[src/dssq_pkg.sv]
// Purpose: constants and types for the dual-slope phase sequencer
// Assumes: mclk at 40 MHz
// Notes: host side; drives the phase_code pins and reads zero_cross_flag
// Behaviour
// - hold phase_code steady for whole phase
// - codes: offset null 01, integrate 10, rundown 11, output null 00
// - falling flag in rundown ends conversion
// - store polarity at end of integration
// - stored polarity is result sign
// - sample polarity just before 10 to 11
// - ignore flag during offset null
// - integration time is line-period multiple (code: t_int_ms_c = 66, not a whole number of line periods)
// - integration time same every conversion
// - rundown follows integration at once, ends at crossing
// - time rundown from 10-11 to falling flag
// - rundown limit twice integration count
// - leave rundown immediately after falling edge
// - output null until flag high, then leave
// - then offset null held until next start
// - offset null time equals integration time
// - offset null is idle, unlimited duration
// - select pins outputs, flag is input
package dssq_pkg;
  localparam int unsigned clk_hz_c        = 40000000;
  localparam int unsigned t_int_ms_c      = 66;
  localparam int unsigned int_cycles_c    = (clk_hz_c / 1000) * t_int_ms_c;
  localparam int unsigned cmp_delay_ns_c  = 2000;
  localparam int unsigned cmp_delay_cyc_c = (cmp_delay_ns_c * (clk_hz_c / 1000000)) / 1000;
  localparam int unsigned count_w_c       = 24;

  localparam logic [1:0] code_offset_null_c = 2'h1;
  localparam logic [1:0] code_integrate_c   = 2'h2;
  localparam logic [1:0] code_rundown_c     = 2'h3;
  localparam logic [1:0] code_output_null_c = 2'h0;

  typedef enum logic [2:0] {
    dssq_idle_s, dssq_null_s, dssq_int_s, dssq_run_s, dssq_onull_s
  } dssq_state_type;

  typedef struct packed {
    logic                 sign;
    logic                 over_range;
    logic [count_w_c-1:0] magnitude;
  } dssq_result_type;
endpackage

[src/dssq_sequencer.sv]
// Purpose: host sequencer for a dual-slope converter front end
// Assumes: zero_cross_flag synchronous to mclk
// Notes: auto-zero and integrate lengths are parameters
`timescale 1ns/1ps
module dssq_sequencer #(
  parameter int unsigned int_cycles = dssq_pkg::int_cycles_c,
  parameter int unsigned az_cycles  = dssq_pkg::int_cycles_c
) (
  input  wire logic                      mclk,
  input  wire logic                      reset,
  input  wire logic                      clk_en,
  input  wire logic                      start,
  input  wire logic                      zero_cross_flag,
  output logic [1:0]                     phase_code,
  output logic                           busy,
  output logic                           result_valid,
  output dssq_pkg::dssq_result_type      result
);
  localparam int unsigned cw = dssq_pkg::count_w_c;
  localparam logic [cw-1:0] int_last = cw'(int_cycles - 1);
  localparam logic [cw-1:0] az_last  = cw'(az_cycles - 1);
  localparam logic [cw-1:0] run_max  = cw'(2 * int_cycles);

  dssq_pkg::dssq_state_type  state_reg, state_next;
  logic [cw-1:0]             cnt_reg, cnt_next;
  logic                      sign_reg, sign_next;
  logic                      valid_reg, valid_next;
  logic                      az_done_reg, az_done_next;
  logic [1:0]                code_reg, code_next;
  dssq_pkg::dssq_result_type res_reg, res_next;

  always_comb begin
    state_next   = state_reg;
    cnt_next     = cnt_reg;
    sign_next    = sign_reg;
    code_next    = code_reg;
    res_next     = res_reg;
    az_done_next = az_done_reg;
    valid_next   = 1'b0;
    unique case (state_reg)
      dssq_pkg::dssq_idle_s: begin
        // flag ignored here
        code_next = dssq_pkg::code_offset_null_c;
        if (start) begin
          if (az_done_reg) begin
            state_next = dssq_pkg::dssq_int_s;
            code_next  = dssq_pkg::code_integrate_c;
          end else begin
            state_next = dssq_pkg::dssq_null_s;
          end
          cnt_next = '0;
        end
      end
      dssq_pkg::dssq_null_s: begin
        // auto-zero lasts az_cycles, whose default is int_cycles_c, not the int_cycles parameter
        cnt_next = cnt_reg + 1'b1;
        if (cnt_reg == az_last) begin
          state_next = dssq_pkg::dssq_int_s;
          code_next  = dssq_pkg::code_integrate_c;
          cnt_next   = '0;
        end
      end
      dssq_pkg::dssq_int_s: begin
        // fixed length every time
        cnt_next = cnt_reg + 1'b1;
        if (cnt_reg == int_last) begin
          sign_next  = zero_cross_flag;
          state_next = dssq_pkg::dssq_run_s;
          code_next  = dssq_pkg::code_rundown_c;
          cnt_next   = '0;
        end
      end
      dssq_pkg::dssq_run_s: begin
        cnt_next = cnt_reg + 1'b1;
        if (!zero_cross_flag || cnt_reg == run_max) begin
          // leave on the same edge
          state_next          = dssq_pkg::dssq_onull_s;
          code_next           = dssq_pkg::code_output_null_c;
          res_next.sign       = sign_reg;
          res_next.magnitude  = cnt_reg;
          res_next.over_range = zero_cross_flag;
        end
      end
      dssq_pkg::dssq_onull_s: begin
        if (zero_cross_flag) begin
          // stop at once
          state_next   = dssq_pkg::dssq_idle_s;
          code_next    = dssq_pkg::code_offset_null_c;
          valid_next   = 1'b1;
          az_done_next = 1'b0;
        end
      end
    endcase
  end

  always_ff @(posedge mclk or posedge reset) begin
    if (reset) begin
      state_reg   <= dssq_pkg::dssq_idle_s;
      cnt_reg     <= '0;
      sign_reg    <= 1'b0;
      valid_reg   <= 1'b0;
      az_done_reg <= 1'b0;
      code_reg    <= dssq_pkg::code_offset_null_c;
      res_reg     <= '0;
    end else if (clk_en) begin
      state_reg   <= state_next;
      cnt_reg     <= cnt_next;
      sign_reg    <= sign_next;
      valid_reg   <= valid_next;
      az_done_reg <= az_done_next;
      code_reg    <= code_next;
      res_reg     <= res_next;
    end
  end

  // held in a register for the whole phase
  assign phase_code   = code_reg;
  assign busy         = (state_reg != dssq_pkg::dssq_idle_s);
  assign result_valid = valid_reg;
  assign result       = res_reg;
endmodule

[config.mk]
export PLATFORM = sky130hd
export DESIGN_NAME = dssq_sequencer
export DESIGN_NICKNAME = d
export VERILOG_FILES = /design/src/dssq_pkg.sv /design/src/dssq_sequencer.sv
export SDC_FILE = /design/constraint.sdc
export NUM_CORES = 1
export LEC_CHECK = 0
export BUFFER_PORTS_ARGS = -buffer_cell sky130_fd_sc_hd__buf_2
export CAP_MARGIN = 0
export CORE_ASPECT_RATIO = 0.75
export CORE_MARGIN = 2
export CORE_UTILIZATION = 44
export DETAILED_ROUTE_END_ITERATION = 8
export SLEW_MARGIN = 20
export SYNTH_ARGS = -nofsm -noshare
export SYNTH_HDL_FRONTEND = slang
export SYNTH_SLANG_ARGS = --single-unit
[constraint.sdc]
create_clock -name mclk -period 6.2 [get_ports mclk]
set_clock_uncertainty 0.2 [all_clocks]
set_input_delay 0.93 -clock mclk [delete_from_list [all_inputs] [get_ports mclk]]
set_output_delay 0.93 -clock mclk [all_outputs]
set_load 0.02 [all_outputs]
Word-level counts from Yosys, hierarchy flattened
Index checks and enable logic that the tools add are counted.
Widths: inputs -> output; s select.

operators by class
  add/sub/neg operators = 1
  equal/unequal tests = 11
  multiplexer cells = 16
  reduce and logical (&&, ||, !) cells = 11

operators with widths
  operator               number
  $pmux 24 s3            1
  $mux 24                2
  $add 24x1->24 const B  1
  $eq 24x22->1 const B   1
  $eq 24x23->1 const B   1
  $mux 3                 5
  $pmux 3 s5             1
  $ne 2x2->1 const B     5
  $pmux 2 s5             1
  $reduce_and 3->1       3
  $mux 2                 4
  $eq 3x2->1 const B     2
  $reduce_and 6->1       1
  $reduce_bool 3->1      2
  $reduce_and 5->1       1
  $eq 3x1->1 const B     1
  $eq 3x3->1 const B     1
  $logic_not 3->1        1
  $mux 1                 2
  $reduce_or 2->1        1
  $logic_not 1->1        1
  $logic_or 1x1->1       1

word-level totals
  register bits after elaboration = 57
  input bits = 5
  output and inout bits = 30
  logic and storage cells = 47

Longest topological paths before layout
Gate-level depths: netlist of run 1.

  word-level depth = 4
  gate-level depth with buffers = 8
  mapped depth without buffers = 7

Worst setup path after synthesis of run 1
OpenSTA, ideal clock, no wires.

  kind = reg2reg
  start point = reg cnt_reg[7]
  end point = reg code_reg[0], in the netlist phase_code[0]
  setup time = 0.078 ns
  data arrival time = 2.040 ns
  data required time = 5.922 ns
  path slack = 3.882 ns
  stages on the path, launching flop included = 6
  path buffers = 0
  period minus slack after synthesis = 2.318 ns
  cell sequence = dfrtp_1 > or4_4 > or2_4 > o2111a_2 > or3_4 > a31o_1

between the ends
  word-level cells in the longest chain between the ends = 4
  elaborated cells on any way between the ends = 7
  classes of those cells = eq/ne (5); reduce/logical (2)

RTL lines
  item                          RTL line               RTL
  start: declaration            dssq_sequencer.sv:25   logic [cw-1:0] cnt_reg, cnt_next;
  start signal: assignment      dssq_sequencer.sv:107  cnt_reg <= cnt_next;
  $eq 24x23->1                  dssq_sequencer.sv:75   if (!zero_cross_flag || cnt_reg == run_max) begin
  $logic_or 1x1->1              dssq_sequencer.sv:75
  $ne 2x2->1 (no line)          -
  $reduce_and 5->1 (no line) *  -
  end signal: assignment        dssq_sequencer.sv:103  code_reg <= dssq_pkg::code_offset_null_c;
  end signal: assignment        dssq_sequencer.sv:111  code_reg <= code_next;
  end: declaration              dssq_sequencer.sv:29   logic [1:0] code_reg, code_next;

Mark *: on every way between the ends. The rest lies on a longest branch, timed or not.
A chain may end at the register's enable or synchronous reset.

Worst setup path in the final report of run 1
  start point = reg cnt_reg[0]
  end point = reg sign_reg

between the ends
  word-level cells in the longest chain between the ends = 2

RTL lines
  item                        RTL line               RTL
  $eq 24x22->1                dssq_sequencer.sv:66   if (cnt_reg == int_last) begin
  $reduce_and 3->1 (no line)  -
  end signal: assignment      dssq_sequencer.sv:108  sign_reg <= sign_next;
  end: declaration            dssq_sequencer.sv:26   logic sign_reg, sign_next;

Every way passes these cells.

==> results of run 1 <==
-- per-stage QoR --
step                hold WS [ps]  power [uW]  cells
finish                       298         814    365
global placement             282         522    350
CTS                          302         824    365
detailed placement           287         522    350
global route                 314         859    365
floorplan                    277         491    244
-- kinds of logic after synthesis --
family,share of synthesized area [%]
AO/OA/AOI/OAI,5.15
XOR/XNOR,7.02
adder cells (fa/ha/maj),0.911
buffers and inverters,2.69
flip-flops,52.0
multiplexers,11.1
AND/OR/NAND/NOR,21.1
-- final timing paths --
path,startpoint,to
max,cnt_reg[0]$_DFFE_PP0P_,sign_reg$_DFFE_PP0P_
min,result[22]$_DFFE_PP0P_,result[22]$_DFFE_PP0P_
max reg2reg,cnt_reg[0]$_DFFE_PP0P_,sign_reg$_DFFE_PP0P_
min reg2reg,result[22]$_DFFE_PP0P_,result[22]$_DFFE_PP0P_
max in group asynchronous,reset,result[21]$_DFFE_PP0P_
min in group asynchronous,reset,result[9]$_DFFE_PP0P_
-- metal layers --
layer  vias up  share of wire [%]  GRT usage, %
li1        956                  -             -
met1       950                 52          26.8
met2        47                 41          26.2
met3         9                5.7          6.23
met4         0                1.6          7.73
met5         -                  0             0
-- worst max-delay path: cells and delay by family, from the launching register on --
| kind | cells | cell delay, ps |
|---|---|---|
| adder cells (fa/ha/maj) | 1 | 200 |
| flip-flops | 1 | 450 |
| AND/OR/NAND/NOR | 4 | 1410 |
| multiplexers | 1 | 370 |
-- power groups by stage --
stage	registers (uW)	logic, uW	clock network (uW)
2_1_floorplan	423	67.2	0
3_3_place_gp	429	92.8	0
3_5_place_dp	429	92.8	0
4_1_cts	423	94.0	307
5_1_grt	427	108	324
6_report	422	92.9	299
-- layout make-up --
| type | instances | area [um2] |
|---|---|---|
| Clock buffer | 10 | 138 |
| Clock inverter | 5 | 32.5 |
| Fill cell | 528 | 2760 |
| Inverter | 7 | 26.3 |
| Multi-Input combinational cell | 172 | 1250 |
| Sequential cell | 57 | 1430 |
| Tap cell | 78 | 97.6 |
| Timing Repair Buffer | 36 | 185 |
-- cell usage in the layout (no fill, tap or decap), types with 2 or more instances in the layout --
cell	count
and3_1	4
nor3_1	5
clkinv_2	2
dfrtp_1	56
xor2_1	17
ha_1	2
xnor2_1	5
nand4_1	11
buf_2	34
o31ai_1	2
nor2_1	30
a21oi_1	2
mux2_2	27
nand2b_1	2
nand2_1	11
nand3_1	13
clkinvlp_4	3
and2_1	2
inv_1	6
nor2b_1	2
and4_1	3
nor4_1	2
o21ai_0	5
nor4b_1	2
buf_4	2
nor4bb_1	2
clkbuf_8	10
==> results.py, run 1 <==
metrics = {
    "yosys": {
        "netlist_instances": 244,
        "avgSynthCellArea_um2": 11.3,
        "yosysMostFrequentCell": "dfrtp_1",
        "synth_ff_type": "dfrtp_1",
        "synth_common_cells": "dfrtp_1 (56), nor2_1 (30), mux2_2 (27)",
        "synthTopCellsByArea": "dfrtp_1 (51%), mux2_2 (11%), xor2_1 (5.4%), nor2_1 (4.1%), nand4_1 (2.5%)",
        "syn_nets": 251,
        "synth.top_cell.area_share_pct": 51.0,
        "async_reset_ff_share_pct": 100,
        "ys_ff_latch": 57,
        "synth_cell_type_count": 48,
        "synth_edf_count": 0,
        "synth-seq-area-share_pct": 52.0,
        "yosys_warnings": 0,
        "synth_area_um2": 2750,
        "synth_top_area_cell": "dfrtp_1",
    },
    "route": {
        "drc_errors": 0,
        "drt_iter0_markers": 89,
        "dr.pass1.iters": 4,
        "antenna_left": 0,
        "vias_per_cell": 5.38,
        "wl_per_cell_um": 15.3,
        "via_count": 1962,
        "wl_um": 5590,
    },
    "sta": {
        "min_period_ps": 2740,
        "fin_setup_tns_ps": 0,
        "slew_violations": 0,
        "setup_viol": 0,
        "hold_viol": 0,
        "slew_headroom_pct": 45.4,
        "rsz0062_at_grt": "no",
        "max_freq_mhz": 365,
        "worst_slack_ps": 3460,
        "period_share_pct": 44.2,
        "tightestPinTransition_ps": 812,
    },
    "die": {
        "io_pins": 35,
        "rows": 24,
        "initial_core_util_pct": 46.4,
        "dieArea_um2": 6890,
        "core_area_um2": 5920,
        "die_y_um": 72.4,
        "die_w_um": 95.2,
    },
    "worst_hold_path": {
        "whs_path_depth": 1,
        "hold_path.class": "register to register",
    },
    "worst_setup_path": {
        "cp.required_ps": 6220,
        "rrSetupSlack_ps": 3460,
        "arrival_ps": 2760,
        "critical_path_class": "register to register",
        "start_kind": "register",
        "cp_max_fo": 10,
        "crit_path_frequent_cell": "nand3_1",
        "slowest_stage": "nor2_1",
        "reg2regPathDepth": 6,
        "cp-end-kind": "register",
        "slowest_delay_ps": 580,
        "path_cells": "ha_1 -> nand3_1 -> nor2_1 -> nand3_1 -> nor3_1 -> mux2_2",
    },
    "clocking": {
        "clockBufferDepth": 2,
        "cts_tree": "built",
        "clock_sinks": 57,
        "clk-insertion-delay-late_ps": 340,
        "cts-buffers-inserted": 9,
        "postCtsSetupBuffers": 0,
        "cts_root_buf": "clkbuf_8",
        "htree_levels": 3,
        "hold_buffers": 0,
        "clkSlewWorstSetupHoldPaths_ps": 60,
        "cts_resized": 0,
    },
    "power": {
        "leakagePower_uw": 0.00157,
        "sw_frac_of_total_pct": 28.8,
        "power.density_nw_per_um2": 258,
        "clkPwrFrac_pct": 36.8,
        "switchingPower_uw": 234,
        "ir_worst_vdd_uv": 163,
        "p_seq_share_pct": 51.8,
        "p_comb_share_pct": 11.4,
        "p_int_uw": 579,
    },
    "global_routing": {
        "gr-total-overflow": 0,
        "grt_usage_pct": 18.8,
        "first_global_vias": 1974,
        "grt_start_max_net_pins": 58,
        "antenna_found_initial": 0,
        "grt_pass1_wl_um": 9740,
    },
    "placement": {
        "place_hpwl_um": 3830,
        "io_buffer_count": 34,
        "dp_slack_ps": 3460,
        "place.gp.congestion": 0.793,
        "post_dp_cell_area_um2": 2990,
    },
    "finish": {
        "diodes": 0,
        "area_delta_synth_final_pct": 14.9,
        "largest_register_ffs": 26,
        "stdcell_area_um2": 3160,
        "post-route-util_pct": 53.3,
        "nNetsFinal": 290,
        "drive_above_1_share_pct": 31.7,
    },
    "status": {
        "status": "finished, final reports clean",
    },
    "flow_run": {
        "cap_violations": 0,
    },
}
Note: power is estimated with default switching activity, not from simulation.
==> run 2: changes to the inputs <==
Clock period 6.2 ns to 2.9 ns, I/O delays scaled along.
==> run 2 against run 1 <==
- setup slack worse by 3100 ps
- global-route usage up 0.56 points
- design area up 1.5%
- clock power up 150%
- first-iteration DRC count up 67%
- utilization up 0.80 points
- worst hold slack worse by 210 ps
- critical endpoint is now result[20]$_DFFE_PP0P_
- highest routed layer unchanged
==> results.py, run 2 (synthesis results as in run 1) <==
metrics = {
    "clocking": {
        "clock_sinks": 57,
        "postCtsSetupBuffers": 0,
        "cts_tree": "built",
        "cts-buffers-inserted": 9,
        "cts_root_buf": "clkbuf_8",
        "cts_resized": 0,
        "htree_levels": 3,
        "clkSlewWorstSetupHoldPaths_ps": 60,
        "hold_buffers": 0,
        "clockBufferDepth": 2,
        "clk-insertion-delay-late_ps": 340,
    },
    "worst_setup_path": {
        "path_cells": "or4_4 -> or2_4 -> o21ai_2 -> nand3_4 -> mux2_2",
        "start_kind": "register",
        "cp_max_fo": 27,
        "arrival_ps": 2580,
        "crit_start": "cnt_reg[7]$_DFFE_PP0P_",
        "crit_family": "simple AND/OR/NAND/NOR gates",
        "critPathBufInv": 0,
        "cp-end-kind": "register",
        "slowest_stage": "or4_4",
        "slowest_delay_ps": 580,
        "cp.required_ps": 2920,
        "critical_path_class": "register to register",
        "r2r-start": "cnt_reg[7]$_DFFE_PP0P_",
    },
    "global_routing": {
        "grt_start_max_net_pins": 58,
        "first_global_vias": 1956,
        "grt_usage_pct": 19.3,
        "gr-total-overflow": 0,
        "grt_pass1_wl_um": 9980,
        "antenna_found_initial": 0,
    },
    "flow_run": {
        "cap_violations": 0,
    },
    "finish": {
        "drive_above_1_share_pct": 32.1,
        "largest_register_ffs": 26,
        "final_cells": 368,
        "post-route-util_pct": 54.1,
        "final_cell_mix": "dfrtp_1 (56), buf_2 (34), nor2_1 (30)",
        "area_delta_synth_final_pct": 16.7,
        "nNetsFinal": 293,
        "mostFrequentLayoutCell": "dfrtp_1",
        "fillers": 527,
        "diodes": 0,
    },
    "die": {
        "io_pins": 35,
        "die_w_um": 95.2,
        "dieArea_um2": 6890,
        "core_area_um2": 5920,
        "die_y_um": 72.4,
        "rows": 24,
        "initial_core_util_pct": 46.4,
    },
    "sta": {
        "hold_viol": 0,
        "setup_viol": 0,
        "slew_violations": 0,
        "period_share_pct": 88.3,
        "max_freq_mhz": 390,
        "rsz0062_at_grt": "no",
        "tightestPinTransition_ps": 818,
        "slew_headroom_pct": 44.9,
        "fin_setup_tns_ps": 0,
        "min_period_ps": 2560,
    },
    "worst_hold_path": {
        "hold_path.class": "input pin to asynchronous set/reset pin",
    },
    "power": {
        "ir_worst_vdd_uv": 456,
        "power.density_nw_per_um2": 577,
        "leakagePower_uw": 0.00161,
    },
    "route": {
        "wl_um": 5750,
        "vias_per_cell": 5.36,
        "dr.pass1.iters": 4,
        "drt_iter0_markers": 149,
        "via_count": 1972,
        "wl_met3_um": 348,
        "routed-wl-met2_um": 2310,
        "drc_errors": 0,
        "antenna_left": 0,
        "wl_met1_um": 3020,
        "wl_per_cell_um": 15.6,
        "dr.max_layer_used": "met4",
    },
    "placement": {
        "place.gp.congestion": 0.777,
        "io_buffer_count": 34,
        "dp.cells": 353,
        "place_hpwl_um": 3860,
    },
    "status": {
        "status": "finished, final reports clean",
    },
}
[run 2: cell types whose count changed in the layout (fill, tap and decap cells not counted)]
cell        previous run  this run
clkinvlp_4             3         0
clkbuf_8              10        11
clkbuf_1               0         1
buf_4                  2         5
bufinv_16              0         1
[run 2: path summary, 6_finish.rpt]
check	endpoint	slack [ps]	cells after the start
setup / recovery	result[20]$_DFFE_PP0P_	340	5
hold / removal	result[7]$_DFFE_PP0P_	90	3
setup reg to reg	result[20]$_DFFE_PP0P_	340	5
hold reg to reg	result[18]$_DFFE_PP0P_	300	1
max in group asynchronous	result[22]$_DFFE_PP0P_	1940	3
min in group mclk	result_valid$_DFFE_PP0P_	170	2
[run 2: report_power, final]
group | switching [uW] | internal [uW] | total, uW
logic | 127 | 79.2 | 206
clock network | 305 | 436 | 740
registers | 65.1 | 838 | 904
[run 2: through the flow]
step / hold slack (ps) / cell area, um2 / total power [uW] / worst slack (ps)
floorplan: 277 / 2750 / 1050 / 582
global placement: 284 / 3010 / 1120 / 334
detailed placement: 289 / 3010 / 1120 / 314
CTS: 103 / 3200 / 1880 / 305
global route: 154 / 3200 / 1950 / 207
finish: 89.5 / 3200 / 1850 / 339
[run 2: cell type report]
type / instances / area (um2) / area share (%)
flip-flops and latches: 57 / 1430 / 44.6
multi-input cells: 172 / 1250 / 39.0
repair buffers: 39 / 208 / 6.48
clock buffers: 12 / 155 / 4.84
well taps: 78 / 97.6 / 3.05
clock inverters: 3 / 40.0 / 1.25
inverters: 7 / 26.3 / 0.820
[run 2: metal layers]
layer  GRT usage (%)  vias to the layer above
li1                -                      960
met1            29.2                      951
met2            26.1                       54
met3            6.85                        7
met4            5.31                        0
met5               0                        -
[run 2: worst reg2reg max path: stages, from the launching register on]
cell     delay, ps
dfrtp_1        450
or4_4          580
or2_4          260
o21ai_2        170
nand3_4        350
mux2_2         430
==> run 3: changes to the inputs <==
==> constraint.sdc (replaced) <==
create_clock -name mclk -period 2.9 [get_ports mclk]
set_clock_uncertainty 0.2 [all_clocks]
set_input_delay 0.145 -clock mclk [delete_from_list [all_inputs] [get_ports mclk]]
set_output_delay 0.145 -clock mclk [all_outputs]
set_load 0.02 [all_outputs]
==> run 3 against run 2 <==
- worst hold slack better by 180 ps
- sequential cell count is the same
- global-route usage about the same
- utilization increased by 1.1 points
==> results.py, run 3 (synthesis results as in run 1) <==
metrics = {
    "status": {
        "status": "finished, final reports clean",
    },
    "power": {
        "ir_worst_vdd_uv": 412,
        "power.density_nw_per_um2": 580,
        "leakagePower_uw": 0.00163,
        "power_uw": 1900,
    },
    "placement": {
        "place.gp.congestion": 0.796,
        "place_hpwl_um": 3850,
        "io_buffer_count": 34,
        "post_dp_cell_area_um2": 3010,
    },
    "finish": {
        "area_delta_synth_final_pct": 19.1,
        "post-route-util_pct": 55.3,
        "largest_register_ffs": 26,
        "nNetsFinal": 298,
        "final_cell_mix": "dfrtp_1 (56), buf_2 (34), nor2_1 (30)",
        "drive_above_1_share_pct": 31.8,
        "mostFrequentLayoutCell": "dfrtp_1",
        "diodes": 0,
        "stdcell_area_um2": 3270,
    },
    "route": {
        "drt_iter0_markers": 121,
        "via_count": 1999,
        "drc_errors": 0,
        "wl_um": 5620,
        "antenna_left": 0,
        "vias_per_cell": 5.34,
        "dr.pass1.iters": 4,
        "wl_per_cell_um": 15.0,
    },
    "clocking": {
        "cts-buffers-inserted": 9,
        "cts_tree": "built",
        "clock_sinks": 57,
        "cts_root_buf": "clkbuf_8",
        "cts_resized": 0,
        "postCtsSetupBuffers": 0,
        "clkSlewWorstSetupHoldPaths_ps": 60,
        "clk-insertion-delay-late_ps": 340,
        "htree_levels": 3,
        "clockBufferDepth": 2,
    },
    "worst_hold_path": {
        "hold_path.class": "input pin to asynchronous set/reset pin",
    },
    "sta": {
        "fin_setup_tns_ps": 0,
        "slew_violations": 0,
        "min_period_ps": 2560,
        "hold_viol": 0,
        "max_freq_mhz": 391,
        "rsz0062_at_grt": "no",
        "whs_ps": 271,
        "period_share_pct": 88.3,
        "setup_viol": 0,
        "tightestPinTransition_ps": 803,
        "slew_headroom_pct": 46.4,
    },
    "die": {
        "rows": 24,
        "die_w_um": 95.2,
        "die_y_um": 72.4,
        "dieArea_um2": 6890,
        "initial_core_util_pct": 46.4,
        "io_pins": 35,
        "core_area_um2": 5920,
    },
    "global_routing": {
        "grt_pass1_wl_um": 10000,
        "grt_usage_pct": 19.3,
        "gr-total-overflow": 0,
        "grt_start_max_net_pins": 49,
        "first_global_vias": 1974,
        "antenna_found_initial": 0,
    },
    "worst_setup_path": {
        "start_kind": "register",
        "slowest_stage": "or4_4",
        "critical_path_class": "register to register",
        "cp_max_fo": 27,
        "cp-end-kind": "register",
        "arrival_ps": 2590,
        "slowest_delay_ps": 580,
        "cp.required_ps": 2930,
        "path_cells": "or4_4 -> or2_4 -> o21ai_2 -> nand3_4 -> mux2_2",
    },
    "flow_run": {
        "cap_violations": 0,
    },
}
## run 3: cell types whose count changed in the layout (fill, tap and decap cells not counted)
cell           before  now
bufinv_16           1    2
clkbuf_8           11    9
clkinv_2            2    4
clkinvlp_4          0    1
dlygate4sd3_1       0    5
inv_2               1    0
## run 3: power breakdown
part	total [uW]	switching, uW	internal [uW]
logic	202	121	81.3
clock network	792	313	478
registers	903	65.0	838
## run 3: worst paths after layout
check / startpoint / to / slack [ps] / depth (start not counted)
max: cnt_reg[7]$_DFFE_PP0P_ / result[17]$_DFFE_PP0P_ / 340 / 5
min: reset / result[7]$_DFFE_PP0P_ / 270 / 3
max reg2reg: cnt_reg[7]$_DFFE_PP0P_ / result[17]$_DFFE_PP0P_ / 340 / 5
min reg2reg: result[11]$_DFFE_PP0P_ / result[11]$_DFFE_PP0P_ / 300 / 1
max in group asynchronous: reset / cnt_reg[18]$_DFFE_PP0P_ / 1650 / 4
min in group mclk: result[11]$_DFFE_PP0P_ / result[11]$_DFFE_PP0P_ / 300 / 1
## run 3: worst max-delay path: cells and delay by family, from the launching register on
kind             cells  cell delay (ps)
multiplexers         1              420
AO/OA/AOI/OAI        1              170
AND/OR/NAND/NOR      3             1190
flip-flops           1              460
## run 3: timing repair
action	CTS	global route
hold buffers	5	0
hold endpoints to repair	50	0
setup endpoints to repair	0	0
## run 3: layout make-up
type                    count  area, um2
clock buffers              10        128
clock inverters             6       82.6
fillers                   544       2650
repair buffers             44        258
flip-flops and latches     57       1430
inverters                   7       27.5
multi-input cells         172       1250
well taps                  78       97.6
## run 3: metrics by stage
step | std cells | setup WS (ps)
floorplan | 244 | 582
global placement | 353 | 340
detailed placement | 353 | 317
CTS | 374 | 303
global route | 374 | 200
finish | 374 | 340
## run 3: metal layers
| layer | up-vias | share of wire [%] | track usage (%) | wire [um] |
|---|---|---|---|---|
| met3 | 6 | 6.6 | 9.03 | 371 |
| met4 | 0 | 1.0 | 5.64 | 57 |
| met2 | 55 | 41 | 26.4 | 2320 |
| met5 | - | 0 | 0 | 0 |
| met1 | 975 | 51 | 27.4 | 2860 |
| li1 | 963 | - | - | - |
